--- src/design/io_clock_regs.vh ---
`ifndef IO_CLOCK_REGS_VH
`define IO_CLOCK_REGS_VH

// ----------------------------------------------------------------------------
// Register byte addresses
// ----------------------------------------------------------------------------
`define ADDR_GEN_SELECT 8'h00
`define ADDR_TRIGGER_SELECT 8'h04
`define ADDR_ACQ_SELECT 8'h08
`define ADDR_GLOBAL_SELECT 8'h0c
`define ADDR_CONFIG 8'h10
`define ADDR_STATUS 8'h14
`define ADDR_DATA 8'h18

// ----------------------------------------------------------------------------
// Select codes
// ----------------------------------------------------------------------------
`define SEL_WIDTH 8
`define CODE_TRISTATE 8'h00
`define CODE_SYNC 8'h02
`define CODE_ONBOARD 8'h03
`define CODE_STROBE_XP 8'h04
`define CODE_STROBE_BYPASS 8'h05
`define SELECT_RESET 8'h00

// ----------------------------------------------------------------------------
// Output slots of the crosspoint
// ----------------------------------------------------------------------------
`define NUM_OUTPUTS 4
`define OUT_GEN 0
`define OUT_TRIG 1
`define OUT_ACQ 2
`define OUT_GLOBAL 3

// ----------------------------------------------------------------------------
// Configuration register fields
// ----------------------------------------------------------------------------
`define CFG_SYNC_STAR_BIT 0
`define CFG_REGION_LSB 4
`define CFG_REGION_MSB 7
`define CFG_REGION_EN_BIT 8
`define CFG_REGION_RESET 4'h0

// ----------------------------------------------------------------------------
// Status register fields
// ----------------------------------------------------------------------------
`define ST_BYPASS_REFUSED_BIT 0
`define ST_REGION_REFUSED_BIT 1
`define ST_CONFLICT_BIT 2
`define ST_REGION_ACTIVE_BIT 3
`define ST_OE_LSB 4
`define ST_OE_MSB 7

// ----------------------------------------------------------------------------
// Data channels and clock-capable map
// ----------------------------------------------------------------------------
`define DATA_CHANNELS 16
`define CLOCK_CAPABLE_MASK 16'hf000
`define SRC_FIXED 4
`define SRC_REF10 0
`define SRC_STAR 1
`define SRC_OSC 2
`define SRC_STROBE 3

`endif

--- src/design/clock_route_slice.v ---
`timescale 1ns/1ps
`include "io_clock_regs.vh"

module clock_route_slice #(
  parameter ALLOW_BYPASS = 0
) (
  input wire clk,
  input wire rstn,
  input wire ce,
  input wire [`SEL_WIDTH-1:0] select,
  input wire sync_src,
  input wire onboard_src,
  input wire strobe_xp,
  input wire strobe_bypass,
  output reg clk_out,
  output reg clk_oe
);

  reg next_out;
  reg next_oe;

  // ----------------------------------------------------------------------------
  // Select decode
  // ----------------------------------------------------------------------------
  // Every code without a meaning falls to the default branch, and the bypass code
  // on a slot that may not use it keeps the zero defaults, so neither drives a clock.
  always @* begin
    next_out = 1'b0;
    next_oe = 1'b0;
    case (select)
      `CODE_SYNC: begin
        next_out = sync_src;
        next_oe = 1'b1;
      end
      `CODE_ONBOARD: begin
        next_out = onboard_src;
        next_oe = 1'b1;
      end
      `CODE_STROBE_XP: begin
        next_out = strobe_xp;
        next_oe = 1'b1;
      end
      `CODE_STROBE_BYPASS: begin
        if (ALLOW_BYPASS != 0) begin
          next_out = strobe_bypass;
          next_oe = 1'b1;
        end
      end
      default: begin
        next_out = 1'b0;
        next_oe = 1'b0;
      end
    endcase
  end

  // Output stage; both outputs hold their value while the clock enable is low.
  always @(posedge clk or negedge rstn) begin
    if (!rstn) begin
      clk_out <= 1'b0;
      clk_oe <= 1'b0;
    end else if (ce) begin
      clk_out <= next_out;
      clk_oe <= next_oe;
    end
  end

endmodule // clock_route_slice

--- src/design/io_bank_clock_crosspoint_select.v ---
// Operation
// - The generation, trigger-line and global clocks come only from the crosspoint output chosen for each.
// - The acquisition clock comes from the crosspoint or from the strobe bypass, as its select code says.
// - Only the acquisition select may take the bypass code five; any other select refuses it.
// - Each select is an unsigned 8-bit value written by software and decoded here.
// - Code zero disables the output and leaves it undriven.
// - Code two routes the backplane sync clock, the 10 MHz reference or the star trigger as configured.
// - Code three routes the onboard oscillator clock.
// - Code four routes the strobe through the crosspoint, and several outputs may share it.
// - Code five passes the strobe around the crosspoint with the same delay as the data channels.
// - Only clock-capable channels may carry a regional clock; the strobe reaches the acquisition clock through the bypass.
`timescale 1ns/1ps
`include "io_clock_regs.vh"

module io_bank_clock_crosspoint_select #(
  parameter DATA_WIDTH = `DATA_CHANNELS,
  parameter [`DATA_CHANNELS-1:0] CLOCK_CAPABLE = `CLOCK_CAPABLE_MASK
) (
  input wire clk,
  input wire rstn,
  input wire ce,
  input wire [7:0] addr,
  input wire [31:0] wdata,
  input wire wr,
  input wire rd,
  output reg [31:0] rdata,
  input wire ref10_in,
  input wire star_trig_in,
  input wire onboard_osc_in,
  input wire strobe_in,
  input wire [DATA_WIDTH-1:0] data_in,
  output wire gen_clk_out,
  output wire gen_clk_oe,
  output wire trig_clk_out,
  output wire trig_clk_oe,
  output wire acq_clk_out,
  output wire acq_clk_oe,
  output wire global_clk_out,
  output wire global_clk_oe,
  output reg [DATA_WIDTH-1:0] data_sync,
  output reg regional_clk,
  output reg regional_clk_valid
);

  localparam RAW_WIDTH = DATA_WIDTH + `SRC_FIXED;

  // ----------------------------------------------------------------------------
  // Input synchronisers
  // ----------------------------------------------------------------------------
  // All outside signals share one bus so that every bit sees the same three
  // stages; this is what keeps the bypass strobe aligned with the data.
  wire [RAW_WIDTH-1:0] raw_in;
  reg [RAW_WIDTH-1:0] sync_a;
  reg [RAW_WIDTH-1:0] sync_b;
  reg [RAW_WIDTH-1:0] sync_c;
  reg [RAW_WIDTH-1:0] filtered;

  assign raw_in = {data_in, strobe_in, onboard_osc_in, star_trig_in, ref10_in};

  genvar gi;
  generate
    for (gi = 0; gi < RAW_WIDTH; gi = gi + 1) begin : g_sync
      // A new level is taken only once the second and third stages agree.
      always @(posedge clk or negedge rstn) begin
        if (!rstn) begin
          sync_a[gi] <= 1'b0;
          sync_b[gi] <= 1'b0;
          sync_c[gi] <= 1'b0;
          filtered[gi] <= 1'b0;
        end else if (ce) begin
          sync_a[gi] <= raw_in[gi];
          sync_b[gi] <= sync_a[gi];
          sync_c[gi] <= sync_b[gi];
          if (sync_b[gi] == sync_c[gi]) begin
            filtered[gi] <= sync_c[gi];
          end
        end
      end
    end
  endgenerate

  wire ref10_f;
  wire star_f;
  wire osc_f;
  wire strobe_f;
  wire [DATA_WIDTH-1:0] data_f;

  // Named taps of the filtered bus; the order follows the packing of raw_in,
  // so a change there must be mirrored in the source positions.
  assign ref10_f = filtered[`SRC_REF10];
  assign star_f = filtered[`SRC_STAR];
  assign osc_f = filtered[`SRC_OSC];
  assign strobe_f = filtered[`SRC_STROBE];
  assign data_f = filtered[RAW_WIDTH-1:`SRC_FIXED];

  // ----------------------------------------------------------------------------
  // Control registers
  // ----------------------------------------------------------------------------
  reg [`SEL_WIDTH-1:0] sel_gen;
  reg [`SEL_WIDTH-1:0] sel_trig;
  reg [`SEL_WIDTH-1:0] sel_acq;
  reg [`SEL_WIDTH-1:0] sel_global;
  reg sync_use_star;
  reg [3:0] region_channel;
  reg region_enable;
  reg bypass_refused;
  reg region_refused;

  wire wr_gen;
  wire wr_trig;
  wire wr_acq;
  wire wr_global;
  wire wr_config;
  wire wr_status;
  wire [`SEL_WIDTH-1:0] wsel;
  wire wsel_is_bypass;
  wire [3:0] wregion;
  wire wregion_ok;

  assign wr_gen = wr && (addr == `ADDR_GEN_SELECT);
  assign wr_trig = wr && (addr == `ADDR_TRIGGER_SELECT);
  assign wr_acq = wr && (addr == `ADDR_ACQ_SELECT);
  assign wr_global = wr && (addr == `ADDR_GLOBAL_SELECT);
  assign wr_config = wr && (addr == `ADDR_CONFIG);
  assign wr_status = wr && (addr == `ADDR_STATUS);

  // Only the low byte of a select write is meaningful; upper bits are dropped.
  assign wsel = wdata[`SEL_WIDTH-1:0];
  assign wsel_is_bypass = (wsel == `CODE_STROBE_BYPASS);
  assign wregion = wdata[`CFG_REGION_MSB:`CFG_REGION_LSB];
  assign wregion_ok = CLOCK_CAPABLE[wregion];

  // Select writes. A bypass code aimed at a non-acquisition slot is refused and
  // the old select is kept, so a bad write never disturbs a running clock.
  always @(posedge clk or negedge rstn) begin
    if (!rstn) begin
      sel_gen <= `SELECT_RESET;
      sel_trig <= `SELECT_RESET;
      sel_acq <= `SELECT_RESET;
      sel_global <= `SELECT_RESET;
    end else if (ce) begin
      if (wr_gen && !wsel_is_bypass) begin
        sel_gen <= wsel;
      end
      if (wr_trig && !wsel_is_bypass) begin
        sel_trig <= wsel;
      end
      if (wr_acq) begin
        sel_acq <= wsel;
      end
      if (wr_global && !wsel_is_bypass) begin
        sel_global <= wsel;
      end
    end
  end

  // Configuration: sync clock choice and regional clock channel. A channel that
  // is not clock-capable is refused and the previous choice stays in force.
  always @(posedge clk or negedge rstn) begin
    if (!rstn) begin
      sync_use_star <= 1'b0;
      region_channel <= `CFG_REGION_RESET;
      region_enable <= 1'b0;
    end else if (ce && wr_config) begin
      sync_use_star <= wdata[`CFG_SYNC_STAR_BIT];
      region_enable <= wdata[`CFG_REGION_EN_BIT];
      if (wregion_ok) begin
        region_channel <= wregion;
      end
    end
  end

  // Sticky refusal flags, cleared by writing one. A refusal in the same cycle
  // as the clear wins, so no event is lost. Both cannot coincide from the bus
  // since one strobe carries one address, but the order is kept explicit.
  wire set_bypass_refused;
  wire set_region_refused;

  assign set_bypass_refused = wsel_is_bypass && (wr_gen || wr_trig || wr_global);
  assign set_region_refused = wr_config && !wregion_ok;

  always @(posedge clk or negedge rstn) begin
    if (!rstn) begin
      bypass_refused <= 1'b0;
      region_refused <= 1'b0;
    end else if (ce) begin
      if (set_bypass_refused) begin
        bypass_refused <= 1'b1;
      end else if (wr_status && wdata[`ST_BYPASS_REFUSED_BIT]) begin
        bypass_refused <= 1'b0;
      end
      if (set_region_refused) begin
        region_refused <= 1'b1;
      end else if (wr_status && wdata[`ST_REGION_REFUSED_BIT]) begin
        region_refused <= 1'b0;
      end
    end
  end

  // ----------------------------------------------------------------------------
  // Crosspoint sources
  // ----------------------------------------------------------------------------
  // The crosspoint costs one register stage; the bypass skips it, so the bypass
  // strobe reaches its pin with the same latency as the registered data below.
  reg xp_sync;
  reg xp_onboard;
  reg xp_strobe;

  always @(posedge clk or negedge rstn) begin
    if (!rstn) begin
      xp_sync <= 1'b0;
      xp_onboard <= 1'b0;
      xp_strobe <= 1'b0;
    end else if (ce) begin
      xp_sync <= sync_use_star ? star_f : ref10_f;
      xp_onboard <= osc_f;
      xp_strobe <= strobe_f;
    end
  end

  // Data channels take one stage after filtering, matching the bypass strobe.
  always @(posedge clk or negedge rstn) begin
    if (!rstn) begin
      data_sync <= {DATA_WIDTH{1'b0}};
    end else if (ce) begin
      data_sync <= data_f;
    end
  end

  // ----------------------------------------------------------------------------
  // Output slices
  // ----------------------------------------------------------------------------
  wire [`SEL_WIDTH*`NUM_OUTPUTS-1:0] sel_bus;
  wire [`NUM_OUTPUTS-1:0] slice_out;
  wire [`NUM_OUTPUTS-1:0] slice_oe;

  assign sel_bus = {sel_global, sel_acq, sel_trig, sel_gen};

  generate
    for (gi = 0; gi < `NUM_OUTPUTS; gi = gi + 1) begin : g_slice
      // Each output is fed only by its own select; only the acquisition slot
      // is built with the bypass leg.
      clock_route_slice #(
        .ALLOW_BYPASS((gi == `OUT_ACQ) ? 1 : 0)
      ) u_slice (
        .clk(clk),
        .rstn(rstn),
        .ce(ce),
        .select(sel_bus[gi*`SEL_WIDTH +: `SEL_WIDTH]),
        .sync_src(xp_sync),
        .onboard_src(xp_onboard),
        .strobe_xp(xp_strobe),
        .strobe_bypass(strobe_f),
        .clk_out(slice_out[gi]),
        .clk_oe(slice_oe[gi])
      );
    end
  endgenerate

  assign gen_clk_out = slice_out[`OUT_GEN];
  assign gen_clk_oe = slice_oe[`OUT_GEN];
  assign trig_clk_out = slice_out[`OUT_TRIG];
  assign trig_clk_oe = slice_oe[`OUT_TRIG];
  assign acq_clk_out = slice_out[`OUT_ACQ];
  assign acq_clk_oe = slice_oe[`OUT_ACQ];
  assign global_clk_out = slice_out[`OUT_GLOBAL];
  assign global_clk_oe = slice_oe[`OUT_GLOBAL];

  // ----------------------------------------------------------------------------
  // Conflict watch
  // ----------------------------------------------------------------------------
  // The hardware still routes a shared strobe when software breaks the bypass
  // restriction; it only reports the conflict, because refusing would hide it.
  wire conflict;

  assign conflict = (sel_acq == `CODE_STROBE_BYPASS) &&
                    ((sel_gen == `CODE_STROBE_XP) || (sel_trig == `CODE_STROBE_XP) ||
                     (sel_global == `CODE_STROBE_XP));

  // ----------------------------------------------------------------------------
  // Regional clock
  // ----------------------------------------------------------------------------
  // Writes never store a channel that is not clock-capable, but reset loads channel 0,
  // so the mask is checked here too; the strobe is carried by the bypass leg and needs no entry here.
  always @(posedge clk or negedge rstn) begin
    if (!rstn) begin
      regional_clk <= 1'b0;
      regional_clk_valid <= 1'b0;
    end else if (ce) begin
      regional_clk_valid <= region_enable && CLOCK_CAPABLE[region_channel];
      if (region_enable && CLOCK_CAPABLE[region_channel]) begin
        regional_clk <= data_f[region_channel];
      end else begin
        regional_clk <= 1'b0;
      end
    end
  end

  // ----------------------------------------------------------------------------
  // Read port
  // ----------------------------------------------------------------------------
  reg [31:0] next_rdata;

  // Read data stands for exactly the cycle after the strobe; unmapped reads
  // return zero, and bits above each field read as zero.
  always @* begin
    next_rdata = 32'h0000_0000;
    case (addr)
      `ADDR_GEN_SELECT: next_rdata[`SEL_WIDTH-1:0] = sel_gen;
      `ADDR_TRIGGER_SELECT: next_rdata[`SEL_WIDTH-1:0] = sel_trig;
      `ADDR_ACQ_SELECT: next_rdata[`SEL_WIDTH-1:0] = sel_acq;
      `ADDR_GLOBAL_SELECT: next_rdata[`SEL_WIDTH-1:0] = sel_global;
      `ADDR_CONFIG: begin
        next_rdata[`CFG_SYNC_STAR_BIT] = sync_use_star;
        next_rdata[`CFG_REGION_MSB:`CFG_REGION_LSB] = region_channel;
        next_rdata[`CFG_REGION_EN_BIT] = region_enable;
      end
      `ADDR_STATUS: begin
        next_rdata[`ST_BYPASS_REFUSED_BIT] = bypass_refused;
        next_rdata[`ST_REGION_REFUSED_BIT] = region_refused;
        next_rdata[`ST_CONFLICT_BIT] = conflict;
        next_rdata[`ST_REGION_ACTIVE_BIT] = regional_clk_valid;
        next_rdata[`ST_OE_MSB:`ST_OE_LSB] = slice_oe;
      end
      `ADDR_DATA: next_rdata[DATA_WIDTH-1:0] = data_sync;
      default: next_rdata = 32'h0000_0000;
    endcase
  end

  // The read flop clears whenever no read is under way and the clock enable is high, so a stale word can
  // never be mistaken for the answer to a later access.
  always @(posedge clk or negedge rstn) begin
    if (!rstn) begin
      rdata <= 32'h0000_0000;
    end else if (ce) begin
      rdata <= rd ? next_rdata : 32'h0000_0000;
    end
  end

endmodule // io_bank_clock_crosspoint_select

--- config.mk ---
export PLATFORM = sky130hd
export DESIGN_NAME = io_bank_clock_crosspoint_select
export DESIGN_NICKNAME = d
export VERILOG_FILES = /design/src/design/clock_route_slice.v /design/src/design/io_bank_clock_crosspoint_select.v
export VERILOG_INCLUDE_DIRS = /design/src /design/src/design
export SDC_FILE = /design/constraint.sdc
export NUM_CORES = 1
export LEC_CHECK = 0
export BUFFER_PORTS_ARGS = -buffer_cell sky130_fd_sc_hd__buf_4
export CORE_ASPECT_RATIO = 2
export CORE_MARGIN = 2
export CORE_UTILIZATION = 51
export CTS_CLUSTER_DIAMETER = 40
export CTS_CLUSTER_SIZE = 10
export DETAILED_ROUTE_END_ITERATION = 16
export MAX_ROUTING_LAYER = met4
export PLACE_DENSITY = 0.76
export SYNTH_ARGS = -nofsm -noshare
export SYNTH_HDL_FRONTEND = slang
export SYNTH_SLANG_ARGS = --single-unit
--- constraint.sdc ---
create_clock -name clk -period 1.7 [get_ports clk]
set_input_delay 0.085 -clock clk [delete_from_list [all_inputs] [get_ports clk]]
set_output_delay 0.085 -clock clk [all_outputs]
set_load 0.02 [all_outputs]
==> results by group, run 1 <==
Clock tree
  – Clock-pin slew on the worst setup and hold paths: 0.08 ns
  – Clock sink count: 165
  – TritonCTS clock tree: done
  – Skew-Pair Late Insertion Delay: 0.43 ns
  – H-tree Lvls: 4
  – Root Driver: clkbuf_16
  – CTS buffer count: 17
  – Clock buffer depth: 2

Yosys
  – Cells after Synth: 592
  – Cell variety after synth: 56
  – Warnings, synthesis: 0
  – Compound-cell area share of the yosys netlist: 0.1183
  – Post-synthesis xor/xnor area fraction: 0
  – Post-Synth Adder-Cell Area: 0
  – Post-synth EDFFs: 0
  – Seq/Total Area, Yosys: 0.5717
  – Most used DFF post-synth: dfrtp_1
  – Post-Syn Area: 7222 sq um
  – Mux contribution to synthesized area: 0.1854
  – Ys async rst share: 1.000
  – Synth Area in Simple Gates: 0.07640
  – Post-synthesis register bit count: 165
  – Average size of a mapped cell: 12.20 sq um
  – Largest family of logic cells by synthesized area: multiplexers

Detailed routing
  – Routed vias/inst: 5.632
  – WL per Instance: 19.01 um
  – Aggregate routed wire length: 17720 um
  – Vias: 5249
  – DRT iter0 DRCs: 248
  – Final ANT Viol Nets: 0
  – # DRC: 0
  – Pre-antenna DRT Iters: 5

Die
  – DIE AREA: 15190 sq um
  – Core Rows: 61
  – Die Span Y: 172.3 um
  – Top Ports: 123
  – Die X: 88.15 um
  – Core area: 13890 sq um
  – Initial Utilization: 0.5199

Placement
  – Placement Cell Area: 8228 sq um
  – Dpl hpwl: 12520 um
  – GPL Wtd Cong: 0.9684
  – Number of I/O port buffers: 83
  – Dpl ws: -0.03264 ns

Timing
  – Final setup margin: -0.01320 ns
  – Max-slew violation count: 0
  – Minimum clock period: 1.713 ns
  – RSZ-0062 raised after global routing: yes
  – F_max: 0.5837 GHz
  – Hold Fails Final Rpt: 0
  – Finish-stage setup viols: 1
  – Fin crit share: 1.008
  – Final Skew: 0.01267 ns

Critical path
  – Largest delay contributor family on the critical path: simple AND/OR/NAND/NOR gates
  – CP peak stage delay: 0.57 ns
  – Worst path bufs/invs: 0
  – Worst EP required: 2.05 ns
  – Critical path, cell by cell: or4_4, or3_4, o221ai_2, a32oi_1, o21ai_1
  – CP Launch Type: flip-flop
  – CP Depth: 5
  – CP Capture Type: flip-flop
  – FF-to-FF Start: sel_global[5]
  – Worst Reg-to-Reg Cells: 5
  – Setup crit start: sel_global[5]
  – CP arrival: 2.06 ns
  – CP max stage cell: or4_4
  – R2r setup slk: -0.01 ns
  – Type of the worst setup path: reg -> reg
  – Critical-path maximum fanout: 2

Final layout
  – Share of cells above drive strength 1: 0.3701
  – Design area: 9101 sq um
  – N_diodes: 0
  – Sequential Area: 4129 sq um
  – Synth-to-layout area growth: 26.02%
  – Nets: 795
  – Layout filler cell count: 1084
  – Area of the multi-input gates: 2836 sq um

Job
  – Max cap viols: 0

Pwr
  – Pwr dens: 1183 nW/um^2
  – Peak supply drop: 0.8616 mV
  – P_leak: 4.178 nW

GRT
  – Initial antenna violation count: 0
  – Total GRT Usage: 0.2583
  – First-pass GRT wire length: 28260 um
  – GR Overflow Total: 0
  – Vias in the first global route: 5465
  – Largest net degree at the start of global routing: 89

Worst hold path
  – Hold Crit Depth: 4
  – Hold Crit Start: addr[0]
  – Worst hold-check path type: in -> reg

Run status
  – Run status: finished with violations
  – Failing checks: negative setup slack
==> Yosys cell counts, types with 4 or more instances <==
| cell | number | area (sq um) |
|---|---|---|
| dfrtp_1 | 165 | 4129 |
| mux2_2 | 97 | 1092 |
| o21ai_0 | 67 | 335.3 |
| nand2_1 | 39 | 146.4 |
| a21oi_1 | 28 | 140.1 |
| inv_1 | 25 | 93.84 |
| buf_4 | 16 | 120.1 |
| nor2_1 | 15 | 56.30 |
| mux2i_1 | 13 | 130.1 |
| buf_2 | 12 | 60.06 |
| clkbuf_1 | 11 | 41.29 |
| a22o_1 | 8 | 70.07 |
| nor3_1 | 8 | 40.04 |
| o2bb2ai_1 | 7 | 61.31 |
| a31oi_1 | 6 | 37.54 |
| nor2b_1 | 5 | 31.28 |
| mux4_2 | 4 | 90.09 |
| nand2b_1 | 4 | 25.02 |
| nand3_1 | 4 | 20.02 |
| nor4_1 | 4 | 25.02 |
| or2_2 | 4 | 25.02 |
==> kinds of logic after synthesis <==
| logic type | count (synthesis) |
|---|---|
| mux | 115 |
| flops | 165 |
| buf+inv | 67 |
| other cells | 1 |
| compound gates | 142 |
| simple gates | 102 |
==> state kept, by name (all words and copies together), names as in the netlist, 8 cells and up <==
register,count
sync_a,20
sync_b,20
sync_c,20
data_f,16
data_sync,16
rdata,16
sel_acq,8
sel_gen,8
sel_global,8
sel_trig,8
==> placed cells by master (no fill, tap or decap), types with 5 or more instances in the layout <==
master and count:
dlygate4sd3_1 25, o2bb2ai_1 7, a21oi_1 28, inv_8 7
mux2_2 97, buf_4 114, conb_1 16, a31oi_1 6
buf_12 5, nand2_1 39, dfrtp_1 165, nor2b_1 5
o21ai_0 67, nor2_1 15, inv_1 25, mux2i_1 13
clkbuf_16 17, nor3_1 8, a22o_1 8
==> power breakdown <==
part           switching [W]  internal [W]
registers           0.000565       0.00456
logic               0.000976      0.000909
clock network        0.00179       0.00197
total                0.00333       0.00743
==> worst reg2reg max path: stages (launching register included) <==
cell and delay [ns]:
dfrtp_1 0.39, or4_4 0.57, or3_4 0.35, o221ai_2 0.07
a32oi_1 0.12, o21ai_1 0.13
==> metal layers <==
| layer | wire, um | vias up | GRT usage |
|---|---|---|---|
| li1 | - | 2382 | - |
| met1 | 6418 | 2618 | 0.2843 |
| met2 | 9624 | 182 | 0.4315 |
| met3 | 753 | 67 | 0.04296 |
| met4 | 924 | 0 | 0.1561 |
| met5 | 0 | - | - |
==> metrics by stage <==
| stage | utilization | total power [W] | instances | setup TNS, ns | hold WS [ns] |
|---|---|---|---|---|---|
| floorplan | - | 0.006107 | 607 | 0 | -0.2106 |
| global placement | 0.5923 | 0.006893 | 874 | -0.01449 | 0.06603 |
| detailed placement | 0.5923 | 0.007030 | 874 | -0.03264 | 0.06385 |
| CTS | 0.6538 | 0.01084 | 932 | -0.02001 | 0.04474 |
| global route | 0.6552 | 0.01126 | 932 | -0.09397 | 0.05234 |
| finish | 0.6552 | 0.01076 | 932 | -0.01320 | 0.05288 |
==> cell type report <==
cell class,count,area share
tap,189,0.02598
sequential,165,0.4537
clock inverter,15,0.01746
multi-input combinational,375,0.3117
timing repair buffer,145,0.1338
inverter,26,0.01072
clock buffer,17,0.04674
==> worst paths after layout <==
| kind | to |
|---|---|
| setup / recovery | rdata[2] |
| hold / removal | rdata[3] |
| setup reg to reg | rdata[2] |
| hold reg to reg | g_slice[0].u_slice.clk_out |
| max in group asynchronous | data_f[15] |
| min in group asynchronous | sel_trig[1] |
==> repair_timing <==
item,4_1_cts,5_1_grt
hold endpoints to repair,81,0
gates resized for setup,2,4
pin swaps,3,1
hold buffers,25,0
endpoints found under the setup margin,1,13
setup buffers,1,0
Note: power is estimated with default switching activity, not from simulation.
==> run 2: changes to the inputs <==
SETUP_SLACK_MARGIN = 0.3   (was default)
==> run 2 against run 1 <==
Effect of this change: the flow still finishes with violations (negative setup slack); register-to-register slack about the same; worst hold slack worse by 0.014 ns; via count up 0.25%; worst setup slack better by 0.012 ns; highest routed layer unchanged; critical endpoint unchanged; total power down 0.71%.
==> results by group, run 2 (synthesized netlist as in run 1, its figures left out) <==
GRT
  – First-pass GRT wire length: 28430 um
  – Vias in the first global route: 5490
  – Initial antenna violation count: 0
  – Largest net degree at the start of global routing: 78
  – GR Overflow Total: 0
  – Total GRT Usage: 0.2585

Die
  – Core Rows: 61
  – Core area: 13890 sq um
  – DIE AREA: 15190 sq um
  – Initial Utilization: 0.5199
  – Top Ports: 123
  – Die Span Y: 172.3 um
  – Die X: 88.15 um

Timing
  – Final setup margin: -0.001454 ns
  – Hold Fails Final Rpt: 0
  – Minimum clock period: 1.701 ns
  – F_max: 0.5877 GHz
  – Final Skew: 0.01582 ns
  – Tightest hold margin: 0.03891 ns
  – Fin crit share: 1.001
  – Finish-stage setup viols: 1
  – RSZ-0062 raised after global routing: yes
  – Worst slew pin tran: 0.6172 ns
  – Rel. slew slack: 0.5885
  – Max-slew violation count: 0

Worst hold path
  – Hold Crit Depth: 3
  – Worst hold-check path type: in -> reg

Critical path
  – Worst Reg-to-Reg Cells: 5
  – CP endpoint: rdata[2]
  – Largest delay contributor family on the critical path: simple AND/OR/NAND/NOR gates
  – CP peak stage delay: 0.58 ns
  – Setup crit start: sel_global[5]
  – CP arrival: 2.05 ns
  – CP Depth: 5
  – Worst path bufs/invs: 0
  – CP Launch Type: flip-flop
  – Critical path, cell by cell: or4_4, or3_1, o221ai_1, a32oi_1, o21ai_1
  – Type of the worst setup path: reg -> reg
  – Critical-path maximum fanout: 2
  – CP Capture Type: flip-flop
  – Reg2reg end: rdata[2]
  – CP max stage cell: or4_4
  – R2r setup slk: -0.001 ns
  – FF-to-FF Start: sel_global[5]
  – Worst EP required: 2.05 ns

Final layout
  – Largest regs: sync_a: 20 flops, sync_b: 20 flops, sync_c: 20 flops
  – Most common cell after layout, fill and taps aside: dfrtp_1
  – N_diodes: 0
  – Layout filler cell count: 1077
  – Sequential Area: 4131 sq um
  – Area of the multi-input gates: 2849 sq um
  – Synth-to-layout area growth: 26.61%
  – Most frequent cells in the layout: dfrtp_1, buf_4, mux2_2
  – Share of cells above drive strength 1: 0.3678
  – Nets: 797

Pwr
  – Peak supply drop: 1.086 mV
  – P_leak: 4.192 nW
  – Pwr dens: 1169 nW/um^2

Run status
  – Run status: finished with violations
  – Failing checks: negative setup slack

Detailed routing
  – Routed vias/inst: 5.634
  – # DRC: 0
  – Aggregate routed wire length: 18050 um
  – Pre-antenna DRT Iters: 4
  – Final ANT Viol Nets: 0
  – Vias: 5262
  – DRT iter0 DRCs: 261
  – WL per Instance: 19.33 um

Placement
  – GPL Wtd Cong: 0.9781
  – Dpl hpwl: 12790 um
  – Dpl ws: 0.01242 ns
  – Number of I/O port buffers: 83

Job
  – Max cap viols: 0

Clock tree
  – Clock-pin slew on the worst setup and hold paths: 0.07 ns
  – H-tree Lvls: 4
  – Skew-Pair Late Insertion Delay: 0.43 ns
  – Clock sink count: 165
  – TritonCTS clock tree: done
  – CTS buffer count: 17
  – Root Driver: clkbuf_16
  – Clock buffer depth: 2
## run 2: worst min path at each step
| stage | start | end |
|---|---|---|
| after floorplan | rstn | bypass_refused |
| after global placement | rstn | sel_global[0] |
| after detailed placement | rstn | sync_a[1] |
| after CTS | rd | rdata[3] |
| after global routing | wdata[6] | region_refused |
| final | rd | rdata[3] |
## run 2: timing repair
| item | CTS | global route |
|---|---|---|
| setup buffers | 4 | 1 |
| endpoints found under the setup margin | 5 | 9 |
| pin swaps | 3 | 4 |
| hold buffers | 30 | 0 |
| gates resized for setup | 5 | 8 |
| hold endpoints to repair | 104 | 0 |
## run 2: final cells by class
class,instances,area share
well taps,189,0.02586
repair buffers,147,0.1393
clock inverters,13,0.01341
flip-flops and latches,165,0.4518
multi-input cells,375,0.3116
clock buffers,19,0.04735
inverters,26,0.01067
## run 2: worst reg2reg max path, stage by stage (launching register included)
cell	delay, ns
dfrtp_1	0.38
or4_4	0.58
or3_1	0.34
o221ai_1	0.08
a32oi_1	0.12
o21ai_1	0.12
## run 2: power by group
group	switching (W)	internal (W)	leakage [nW]
registers	0.000592	0.00456	2.07
logic	0.000976	0.000926	1.86
clock network	0.00160	0.00204	0.266
total	0.00316	0.00752	4.19
## run 2: metal layers
| metal | track usage | up-vias | wire (um) |
|---|---|---|---|
| met5 | - | - | 0 |
| met4 | 0.1482 | 0 | 937 |
| met3 | 0.04200 | 45 | 632 |
| met2 | 0.4430 | 169 | 9945 |
| met1 | 0.2780 | 2670 | 6538 |
| li1 | - | 2378 | - |
## run 2: per-stage QoR
| step | power [W] | cell area [sq um] | utilization | instances | setup TNS (ns) |
|---|---|---|---|---|---|
| finish | 0.01069 | 9144 | 0.6583 | 934 | -0.001454 |
| global route | 0.01116 | 9144 | 0.6583 | 934 | -0.04298 |
| CTS | 0.01076 | 9101 | 0.6552 | 933 | 0 |
| detailed placement | 0.007044 | 8203 | 0.5905 | 867 | 0 |
| global placement | 0.006898 | 8203 | 0.5905 | 867 | 0 |
| floorplan | 0.006108 | 7281 | - | 607 | 0 |
